--- src/shared/qfb_consts.svh ---
`ifndef QFB_CONSTS_SVH
`define QFB_CONSTS_SVH

// ==========================================
// queue geometry
`define QFB_NQ        4
`define QFB_QA_W      2
`define QFB_CNT_W     19
`define QFB_VAL_W     16
`define QFB_UNIT_W    3
`define QFB_UNIT_36   3'h4
`define QFB_UNIT_18   3'h2
`define QFB_UNIT_9    3'h1

// ==========================================
// reset values
`define QFB_OFF_LO    16'h0008
`define QFB_OFF_HI    16'h0080
`define QFB_DEPTH_RST 16'h1000

// ==========================================
// register byte offsets, and the upper address nibble of the offset and count arrays
`define QFB_A_CTRL    8'h00
`define QFB_A_FLAGS   8'h04
`define QFB_A_ISTS    8'h08
`define QFB_A_IMASK   8'h0C
`define QFB_A_DEPTH   8'h10
`define QFB_A_OFF_HI  4'h2
`define QFB_A_CNT_HI  4'h3

// ==========================================
// interrupt status bit positions
`define QFB_IRQ_W     5
`define QFB_I_AE      0
`define QFB_I_FULL    1
`define QFB_I_VALID   2
`define QFB_I_WR_REF  3
`define QFB_I_RD_REF  4

`endif

--- src/shared/qfb_pkg.sv ---
package qfb_pkg;

`include "qfb_consts.svh"

    // ==========================================
    // bus width set-ups
    typedef enum logic [2:0] {
        QFB_M36_36,
        QFB_M36_18,
        QFB_M36_9,
        QFB_M18_36,
        QFB_M9_36
    } qfb_mode_t;

    // ==========================================
    // port carriers
    typedef struct packed {
        logic [7:0]  paddr;
        logic        psel;
        logic        penable;
        logic        pwrite;
        logic [31:0] pwdata;
    } qfb_apb_req_t;

    typedef struct packed {
        logic [31:0] prdata;
        logic        pready;
        logic        pslverr;
    } qfb_apb_rsp_t;

    typedef struct packed {
        logic [`QFB_QA_W-1:0] sel_bus;
        logic                 sel_en;
        logic                 xfer_en;
    } qfb_port_t;

    // ==========================================
    // whole block state
    typedef struct packed {
        logic [`QFB_NQ-1:0][`QFB_CNT_W-1:0] cnt;
        logic [`QFB_NQ-1:0]                 ae_s1;
        logic [`QFB_NQ-1:0]                 ne_d;
        logic [`QFB_NQ-1:0]                 pae_bus;
        logic [`QFB_QA_W-1:0]               rq;
        logic [`QFB_QA_W-1:0]               rq_pend;
        logic                               sw_pend;
        logic [`QFB_QA_W-1:0]               wq;
        logic                               pae_n;
        logic                               ov_n;
        logic                               ff_n;
        qfb_mode_t                          mode;
        logic                               pkt;
        logic [`QFB_VAL_W-1:0]              depth;
        logic [`QFB_NQ-1:0][`QFB_VAL_W-1:0] off;
        logic [`QFB_IRQ_W-1:0]              ists;
        logic [`QFB_IRQ_W-1:0]              imask;
        logic [31:0]                        prdata;
    } qfb_state_t;

endpackage

--- src/qfb_flags.sv ---
`timescale 1ns/1ps
`include "qfb_consts.svh"

module qfb_flags
    import qfb_pkg::*;
(
    input  wire logic                 mclk,
    input  wire logic                 rst_n,
    input  wire qfb_apb_req_t         apb_req,
    output      qfb_apb_rsp_t         apb_rsp,
    input  wire qfb_port_t            rd_port,
    input  wire qfb_port_t            wr_port,
    input  wire logic                 default_offset_select,
    output      logic                 active_almost_empty_n,
    output      logic [`QFB_NQ-1:0]   per_queue_almost_empty_bus,
    output      logic                 output_valid_n,
    output      logic                 queue_full_n,
    output      logic                 irq
);

    // ==========================================
    // state and per-queue terms
    qfb_state_t q;
    qfb_state_t s;

    logic [`QFB_UNIT_W-1:0]             iu;
    logic [`QFB_UNIT_W-1:0]             ou;
    logic [`QFB_NQ-1:0][`QFB_CNT_W-1:0] cnt_nxt;
    logic [`QFB_NQ-1:0][`QFB_CNT_W-1:0] lim;
    logic [`QFB_NQ-1:0]                 ne;
    logic [`QFB_NQ-1:0]                 ne_nxt;
    logic [`QFB_NQ-1:0]                 ae_now;
    logic [`QFB_NQ-1:0]                 full_now;
    logic [`QFB_NQ-1:0]                 full_nxt;
    logic [`QFB_NQ-1:0]                 wr_hit;
    logic [`QFB_NQ-1:0]                 rd_hit;
    logic                               setup;
    logic                               access;
    logic                               mapped;
    logic [31:0]                        rd_mux;
    logic [`QFB_IRQ_W-1:0]              ev;

    // units of nine bits moved per write and per read
    always_comb
    begin
        unique case (q.mode)
            QFB_M36_18: begin iu = `QFB_UNIT_36; ou = `QFB_UNIT_18; end
            QFB_M36_9:  begin iu = `QFB_UNIT_36; ou = `QFB_UNIT_9;  end
            QFB_M18_36: begin iu = `QFB_UNIT_18; ou = `QFB_UNIT_36; end
            QFB_M9_36:  begin iu = `QFB_UNIT_9;  ou = `QFB_UNIT_36; end
            default:    begin iu = `QFB_UNIT_36; ou = `QFB_UNIT_36; end
        endcase
    end

    // per-queue counters and status, all queues live at once
    for (genvar i = 0; i < `QFB_NQ; i++)
    begin : g_q
        logic shared;
        logic [`QFB_CNT_W-1:0] add;
        logic [`QFB_CNT_W-1:0] sub;
        // output register adds one word of room only for 36-bit output when the read and write queues are the same
        assign shared = (q.rq == `QFB_QA_W'(i)) && (q.wq == `QFB_QA_W'(i));
        // one spare bit keeps 4 x (depth + 1) from wrapping at the largest depth
        assign lim[i] = (`QFB_CNT_W'(q.depth) + ((shared && ou == `QFB_UNIT_36)
                         ? `QFB_CNT_W'(1) : `QFB_CNT_W'(0))) << 2;
        assign full_now[i] = q.cnt[i] >= lim[i];
        assign ne[i]       = q.cnt[i] >= `QFB_CNT_W'(ou);
        assign wr_hit[i]   = wr_port.xfer_en && q.wq == `QFB_QA_W'(i) && !full_now[i];
        assign rd_hit[i]   = rd_port.xfer_en && q.rq == `QFB_QA_W'(i) && ne[i];
        assign add         = wr_hit[i] ? `QFB_CNT_W'(iu) : `QFB_CNT_W'(0);
        assign sub         = rd_hit[i] ? `QFB_CNT_W'(ou) : `QFB_CNT_W'(0);
        assign cnt_nxt[i]  = q.cnt[i] + add - sub;
        assign ne_nxt[i]   = cnt_nxt[i] >= `QFB_CNT_W'(ou);
        assign full_nxt[i] = cnt_nxt[i] >= lim[i];
        // offset counted in output words
        assign ae_now[i]   = q.cnt[i] <= `QFB_CNT_W'(q.off[i]) * `QFB_CNT_W'(ou);
    end

    // ==========================================
    // apb decode and read mux
    assign setup  = apb_req.psel && !apb_req.penable;
    assign access = apb_req.psel && apb_req.penable;

    always_comb
    begin
        mapped = 1'b1;
        rd_mux = 32'h0000_0000;
        if (apb_req.paddr[7:4] == `QFB_A_OFF_HI)
            rd_mux[`QFB_VAL_W-1:0] = q.off[apb_req.paddr[3:2]];
        else if (apb_req.paddr[7:4] == `QFB_A_CNT_HI)
            rd_mux[`QFB_CNT_W-1:0] = q.cnt[apb_req.paddr[3:2]];
        else
        begin
            unique case (apb_req.paddr)
                `QFB_A_CTRL:  rd_mux[3:0] = {q.pkt, q.mode};
                `QFB_A_FLAGS: rd_mux[13:0] = {q.sw_pend, q.rq_pend, q.rq, q.wq, q.pae_bus,
                                              q.ov_n, q.ff_n, q.pae_n};
                `QFB_A_ISTS:  rd_mux[`QFB_IRQ_W-1:0] = q.ists;
                `QFB_A_IMASK: rd_mux[`QFB_IRQ_W-1:0] = q.imask;
                `QFB_A_DEPTH: rd_mux[`QFB_VAL_W-1:0] = q.depth;
                default:      mapped = 1'b0;
            endcase
        end
        if (apb_req.paddr[1:0] != 2'h0)
            mapped = 1'b0;
    end

    assign apb_rsp.prdata  = q.prdata;
    assign apb_rsp.pready  = 1'b1;
    assign apb_rsp.pslverr = access && !mapped;

    // ==========================================
    // next state
    always_comb
    begin
        s = q;
        s.cnt   = cnt_nxt;
        s.ae_s1 = ae_now;
        s.ne_d  = ne;
        for (int i = 0; i < `QFB_NQ; i++)
            s.pae_bus[i] = !(ae_now[i] && q.ae_s1[i]);

        // read queue switch takes two edges
        if (q.sw_pend)
            s.rq = q.rq_pend;
        s.sw_pend = rd_port.sel_en;
        if (rd_port.sel_en)
            s.rq_pend = rd_port.sel_bus;
        if (wr_port.sel_en)
            s.wq = wr_port.sel_bus;

        // active flags; almost-empty falls via second stage, rises on first; output-valid falls on first, second in packet mode; full follows the next count
        s.pae_n = !(ae_now[q.rq] && q.ae_s1[q.rq]);
        s.ov_n  = !(ne_nxt[q.rq] && ne[q.rq]
                    && (!q.pkt || q.ne_d[q.rq]));
        s.ff_n  = !full_nxt[q.wq];

        // events for interrupt status
        ev = '0;
        ev[`QFB_I_AE]     = q.pae_n && !s.pae_n;
        ev[`QFB_I_FULL]   = q.ff_n && !s.ff_n;
        ev[`QFB_I_VALID]  = q.ov_n && !s.ov_n;
        ev[`QFB_I_WR_REF] = wr_port.xfer_en && full_now[q.wq];
        ev[`QFB_I_RD_REF] = rd_port.xfer_en && !ne[q.rq];

        // register writes at access edge
        if (access && apb_req.pwrite && mapped)
        begin
            if (apb_req.paddr[7:4] == `QFB_A_OFF_HI)
                s.off[apb_req.paddr[3:2]] = (apb_req.pwdata[`QFB_VAL_W-1:0] > q.depth)
                    ? q.depth : apb_req.pwdata[`QFB_VAL_W-1:0];
            else if (apb_req.paddr == `QFB_A_CTRL)
            begin
                if (apb_req.pwdata[2:0] <= 3'(QFB_M9_36))
                    s.mode = qfb_mode_t'(apb_req.pwdata[2:0]);
                s.pkt = apb_req.pwdata[3] && (s.mode == QFB_M36_36);
            end
            else if (apb_req.paddr == `QFB_A_IMASK)
                s.imask = apb_req.pwdata[`QFB_IRQ_W-1:0];
            else if (apb_req.paddr == `QFB_A_DEPTH)
                s.depth = apb_req.pwdata[`QFB_VAL_W-1:0];
        end

        // a smaller depth pulls every offset down with it
        for (int i = 0; i < `QFB_NQ; i++)
            if (s.off[i] > s.depth)
                s.off[i] = s.depth;

        // read clears only the bits it returned; later events survive
        if (access && !apb_req.pwrite && apb_req.paddr == `QFB_A_ISTS)
            s.ists = (q.ists & ~q.prdata[`QFB_IRQ_W-1:0]) | ev;
        else
            s.ists = q.ists | ev;

        // unmapped or misaligned reads return zero
        if (setup)
            s.prdata = (apb_req.pwrite || !mapped) ? 32'h0000_0000 : rd_mux;

        // synchronous reset, strap taken while reset is held
        if (!rst_n)
        begin
            s         = '0;
            s.ae_s1   = '1;
            s.ov_n    = 1'b1;
            s.ff_n    = 1'b1;
            s.mode    = QFB_M36_36;
            s.depth   = `QFB_DEPTH_RST;
            for (int i = 0; i < `QFB_NQ; i++)
                s.off[i] = default_offset_select ? `QFB_OFF_HI : `QFB_OFF_LO;
        end
    end

    // state register
    always_ff @(posedge mclk)
    begin
        q <= s;
    end

    // ==========================================
    // outputs
    assign active_almost_empty_n      = q.pae_n;
    assign per_queue_almost_empty_bus = q.pae_bus;
    assign output_valid_n             = q.ov_n;
    assign queue_full_n               = q.ff_n;
    assign irq                        = |(q.ists & q.imask);

    logic ae_act;
    logic ne_act;
    assign ae_act = ae_now[q.rq];
    assign ne_act = ne[q.rq];

    for (genvar i = 0; i < `QFB_NQ; i++)
    begin : g_chk

    end
endmodule

--- config.mk ---
export PLATFORM = sky130hd
export DESIGN_NAME = qfb_flags
export DESIGN_NICKNAME = d
export VERILOG_FILES = /design/src/shared/qfb_pkg.sv /design/src/qfb_flags.sv
export VERILOG_INCLUDE_DIRS = /design/src /design/src/shared
export SDC_FILE = /design/constraint.sdc
export NUM_CORES = 1
export LEC_CHECK = 0
export ABC_AREA = 1
export BUFFER_PORTS_ARGS = -buffer_cell sky130_fd_sc_hd__buf_2
export CELL_PAD_IN_SITES_DETAIL_PLACEMENT = 1
export CELL_PAD_IN_SITES_GLOBAL_PLACEMENT = 1
export CORE_MARGIN = 2
export CORE_UTILIZATION = 42
export DETAILED_ROUTE_END_ITERATION = 10
export PLACE_DENSITY_LB_ADDON = 0.1
export SKIP_CTS_REPAIR_TIMING = 1
export SLEW_MARGIN = 20
export SYNTH_ARGS = -nofsm -noshare
export SYNTH_HDL_FRONTEND = slang
export SYNTH_SLANG_ARGS = --single-unit
--- constraint.sdc ---
create_clock -name mclk -period 6.7 [get_ports mclk]
set_input_delay 0.67 -clock mclk [delete_from_list [all_inputs] [get_ports mclk]]
set_output_delay 0.67 -clock mclk [all_outputs]
set_load 0.1 [all_outputs]
# --- Word level (Yosys, flattened, before mapping) ---
# Index checks and enable logic that the tools add are counted.
totals:
  reg_bits: 224
  out_inout_bits: 42
op_classes:
  add_sub_neg: 12
  mul: 4
  magnitude_cmp: 30
  n_eq_ne: 17
  muxes: 71
  bitwise_logic: 7
  n_reduce_logical: 72
ops:
  columns: ["op", "n"]
  rows:
  - ["$mux 16", 13]
  - ["$ge 19x19->1", 8]
  - ["$ge 19x3->1", 8]
  - ["$mux 106", 1]
  - ["$gt 16x16->1", 5]
  - ["$mux 80", 1]
  - ["$add 19x3->19", 4]
  - ["$le 19x19->1", 4]
  - ["$mul 16x3->19", 4]
  - ["$sub 19x3->19", 4]
  - ["$add 16x1->17", 4]
  - ["$bwmux 64", 1]
  - ["$mux 64", 1]
  - ["$logic_and 1x1->1", 45]
  - ["$mux 3", 14]
  - ["$bmux 19 s2", 1]
  - ["$mux 19", 2]
  - ["$bmux 16 s2", 1]
  - ["$demux 16 s2", 1]
  - ["$mux 32", 1]
  - ["$mux 5", 5]
  - ["$pmux 4 s5", 1]
  - ["$pmux 9 s2", 1]
  - ["$eq 8x4->1 const B", 2]
  - ["30 further kinds", 81]

# --- Longest topological paths before layout ---
logic_depth:
  depth_word: 21
  mapped_depth: 52

# --- Worst setup path after synthesis ---
# No wires, ideal clock.
synth_timing:
  path_type: "flip-flop to flip-flop"
  start: "reg q[125] in the netlist's numbering"
  end: "reg q[38] in the netlist's numbering"
  setup_time_ns: 0.062
  arrival_ns: 6.576
  required_ns: 6.638
  slack_ns: 0.062
  stages_incl_launch_ff: 46
  n_path_buf: 1
  path_cell_list: "dfxtp_1 -> clkbuf_1 -> nor3_1 -> inv_2 -> nand2_1 -> nor3_1 -> ha_1 -> ha_1 -> inv_1 -> nor2_4 -> nand2_1 -> nor2_1 -> xor2_1 -> inv_1 -> ha_1 -> a21o_1 -> nand2_1 -> nand2_1 -> [10 not listed] -> nand2_1 -> nand3_1 -> a31o_2 -> xor2_1 -> inv_1 -> ha_1 -> nand2_1 -> nor3_1 -> nand3b_1 -> nor2_1 -> nand2_1 -> nor2_1 -> nor2_1 -> nand2_1 -> nand2_1 -> inv_1 -> nand3_1 -> nand2_1"
synth_lines:
  columns: ["element", "line_no", "text"]
  rows:
  - ["start, declared", "qfb_flags.sv:23", "qfb_state_t q;"]
  - ["start signal, assigned", "qfb_flags.sv:196", "q <= s;"]

==> summary by stage <==
Power and ir drop
The share of total power dissipated in sequential elements is between 10% and 20%. The peak supply drop is 0.387 mV. In this run the power spent charging and discharging nets is 9.78 mW.

For this design the static power due to leakage is slightly below 20 nW. The clock network is responsible for 10.3% of the overall power. For this design the ratio of total power to cell area is 484 nW/µm². Net switching is 55.2% of the power. The post-layout total power is 17.7 mW. The internal power component is 7.94 mW.

In this run, the combinational gates consume 76.0% of the power.

STA
The number of slew-limit violations in the final report was 0. Adding up every negative setup slack in the final design gives 0 ns. The actual slew at the worst max-slew pin is roughly 1.1 ns. Based on the critical path, the design can be clocked at up to 150 MHz. The final hold violation count is 0. The final worst hold slack is 0.298 ns. The worst pin sits at a relative slew slack of 25.7%. After layout, the worst path uses 99.6% of the clock period. For the finished layout, the period the worst path requires is 6.67 ns.

Setup repair after global routing could not meet its margin everywhere. The setup-violating endpoint count in the final report is 0. The clock skew after layout is 0.0159 ns.

CTS
The worst-skew pair later-pin latency is 0.58 ns. CTS built an H-tree with a depth of 2. The number of clock buffers added by TritonCTS is 34. The clock passes through at most 3 buffers. For this design, the sink count on the clock tree is 211. Clock tree synthesis selected as its root buffer the cell sky130_fd_sc_hd__clkbuf_16. The CTS tree is yes.

After clock tree synthesis, the clock-pin slew on the worst setup and hold paths is 0.06 ns.

Finish
The growth of design area from synthesis to finish is 19.6%. The non-filler instance count after layout is 6073. The post-route netlist has 16.4% of its cells at a drive strength greater than 1. The net count reported at finish is approximately 5700.

Worst setup path
The register-to-register setup slack is 0.03 ns. In this run the worst path has a maximum fanout of 4. The endpoint type of the worst setup path is a flop. The start-to-end type of the worst setup path is flop to flop.

The startpoint class of the critical path is a flop. Counting cells, the worst reg-to-reg path comes to 47. The delay of the slowest cell on the worst path is 0.58 ns. STA puts the critical path data required time at about 7.2 ns. For this design, the slowest cell found on the critical path is sky130_fd_sc_hd__or4_4. The data arrival time of the critical path is 7.14 ns.

Hold path
In this run the worst hold path is classified as input port to flop. The number of cells traversed by the worst hold path is 3.

Global routing
The first global-routing pass estimated 209000 µm of wire. The all-layer global routing usage is 37.2%. For this run the aggregate overflow at the end of global routing stands at 0. The via count of the first global-routing pass came to 33449. The initial antenna violation count came to 3. The pin count of the biggest net entering global routing is 97.

Outcome
The flow ran to the end, and the final reports show no timing, DRC or antenna violations.

Synth
Synthesis inferred 211 register bits. The number of warnings reported in the yosys synthesis log is 0. For this run, the leading register cell type out of synthesis is sky130_fd_sc_hd__dfxtp_1.

The count of cell types in the netlist is 69. For this run, the register share of the synthesized area comes to between 10% and 20%. The average instance in the mapped netlist occupies 6.45 µm². The combined area of all synthesized cells is 30600 µm². Of all flip-flops after synthesis, the portion carrying an async set or reset was 0%.

The number of synthesized flops with an enable pin is 0. The number of instances in the synthesized netlist is 4746.

Routing
The starting DRC count in detailed routing is 2545. The overall via count from detail_route is 34137. Using the TritonRoute via totals, the vias-per-cell ratio works out to 5.62.

Wires add up to between 100000 and 150000 µm. The number of routed nets with antenna violations is 0. In the routed design, unresolved DRC markers number 0.

After detailed routing, the average wire length per cell comes to ~24 µm. The number of iterations in the first detailed-routing pass is 6.

Floorplan
In this run the core area contains 98 standard-cell rows. The core box area is between 70000 and 80000 µm². The die is 274 µm wide. Once the floorplan was initialized, standard cells occupied 42.6% of the core. The floorplan step defined a die boundary enclosing 75000 µm². 96 I/O pins were placed. The die height is 274 µm.

Place
During placement, the flow inserted port buffers numbering 65. At the end of routability-driven placement, the weighted congestion stood at 0.999. The detailed placement HPWL is 118000 µm. The placed instance count is ~6000.

Run
The number of max-cap violations is 0.
==> routing by layer <==
metal	share of wire, %	global-route usage, %
met1	44	49.8
met3	7.0	5.36
met2	44	59.4
met5	0.0083	0
met4	5.1	16.1
==> kinds of logic after synthesis <==
family / Yosys count / synth area share, %
AND/OR/NAND/NOR: 2054 / 29.1
buffers and inverters: 991 / 13.0
AO/OA/AOI/OAI: 786 / 15.2
adder cells (fa/ha/maj): 563 / 24.8
flip-flops: 211 / 13.8
XOR/XNOR: 125 / 3.58
multiplexers: 14 / 0.458
other: 2 / 0.0245
==> synth_stat cells, drive strengths merged (2+ instances only) <==
master	number	area, µm²
a2111oi	2	17.5
a211oi	6	45.0
a21boi	9	67.6
a21o	15	113
a21oi	314	1600
a221oi	7	61.3
a22oi	4	30.0
a31o	2	17.5
a31oi	8	65.1
and2	6	37.5
and3	4	25.0
buf	79	562
clkbuf	61	229
clkinv	12	46.3
conb	2	7.51
dfxtp	211	4220
fa	72	1440
ha	491	6140
inv	839	3150
mux2i	14	140
nand2	1088	4160
nand3	297	1530
nand3b	10	87.6
nand4	92	591
nor2	470	2000
nor3	66	335
nor4	11	68.8
o2111ai	11	96.3
o211ai	13	97.6
o21a	43	323
o21ai	238	1300
o21bai	32	240
o221a	2	22.5
o221ai	11	96.3
o22ai	57	357
o311ai	7	61.3
o31ai	3	22.5
or2	7	46.3
xnor2	33	289
xor2	92	806
==> metrics by stage <==
stage / cell area [µm²] / util (%) / setup slack, ns
finish: 36600 / 50.9 / 0.0286
floorplan: 30600 / - / 0.0619
CTS: 35100 / 48.9 / -0.388
detailed placement: 34000 / 47.4 / -0.339
global route: 36600 / 50.9 / -0.357
global placement: 34000 / 47.4 / -0.190
==> cells in the final DEF (no fill, tap or decap), drive strengths merged, types with 10 or more instances in the layout <==
| cell | n |
|---|---|
| nor3 | 66 |
| conb | 14 |
| nand2 | 1088 |
| nor4 | 11 |
| mux2i | 14 |
| buf | 440 |
| dfxtp | 211 |
| o21a | 43 |
| nor2 | 470 |
| o21ai | 238 |
| nand3 | 297 |
| clkbuf | 51 |
| o221ai | 11 |
| nand4 | 92 |
| nand3b | 10 |
| o21bai | 32 |
| o211ai | 13 |
| inv | 842 |
| a21oi | 314 |
| ha | 491 |
| xor2 | 92 |
| o22ai | 57 |
| fa | 72 |
| xnor2 | 33 |
| o2111ai | 11 |
| a21o | 15 |
| clkinv | 20 |
==> worst max-delay path: cells and delay by family, from the launching register on <==
kind            cells  cell delay (ns)
compound gates      2             0.39
simple gates       24             2.69
xor+xnor            2             0.31
flops               1             0.36
buf+inv            13             1.08
fa+ha+maj           6             1.70
==> layout make-up <==
class                   count  area [µm²]
fillers                  9669       35300
multi-input cells        3556       23700
flip-flops and latches    211        4240
inverters                 851        3210
repair buffers            440        3160
well taps                 950        1190
clock buffers              51        1010
clock inverters            11        96.3
diodes                      3        7.51
==> power by group through the flow <==
stage	sequential, mW	combinational (mW)	clock, mW
floorplan	2.01	7.96	0
global placement	2.39	12.0	0
detailed placement	2.39	12.4	0
CTS	2.36	12.5	1.85
global route	2.41	15.0	1.90
finish	2.42	13.5	1.83
==> state kept, by name (all words and copies together), names as in the netlist <==
register	cells
active_almost_empty_n	1
apb_rsp	19
output_valid_n	1
per_queue_almost_empty_bus	4
q	185
queue_full_n	1
==> path summary, 6_finish.rpt <==
check	startpoint	to
hold reg to reg	q[147]	per_queue_almost_empty_bus[3]
setup reg to reg	q[124]	q[38]
hold / removal	rd_port[1]	q[131]
setup / recovery	q[124]	q[38]
No activity file was read; power rests on OpenSTA's default activity.
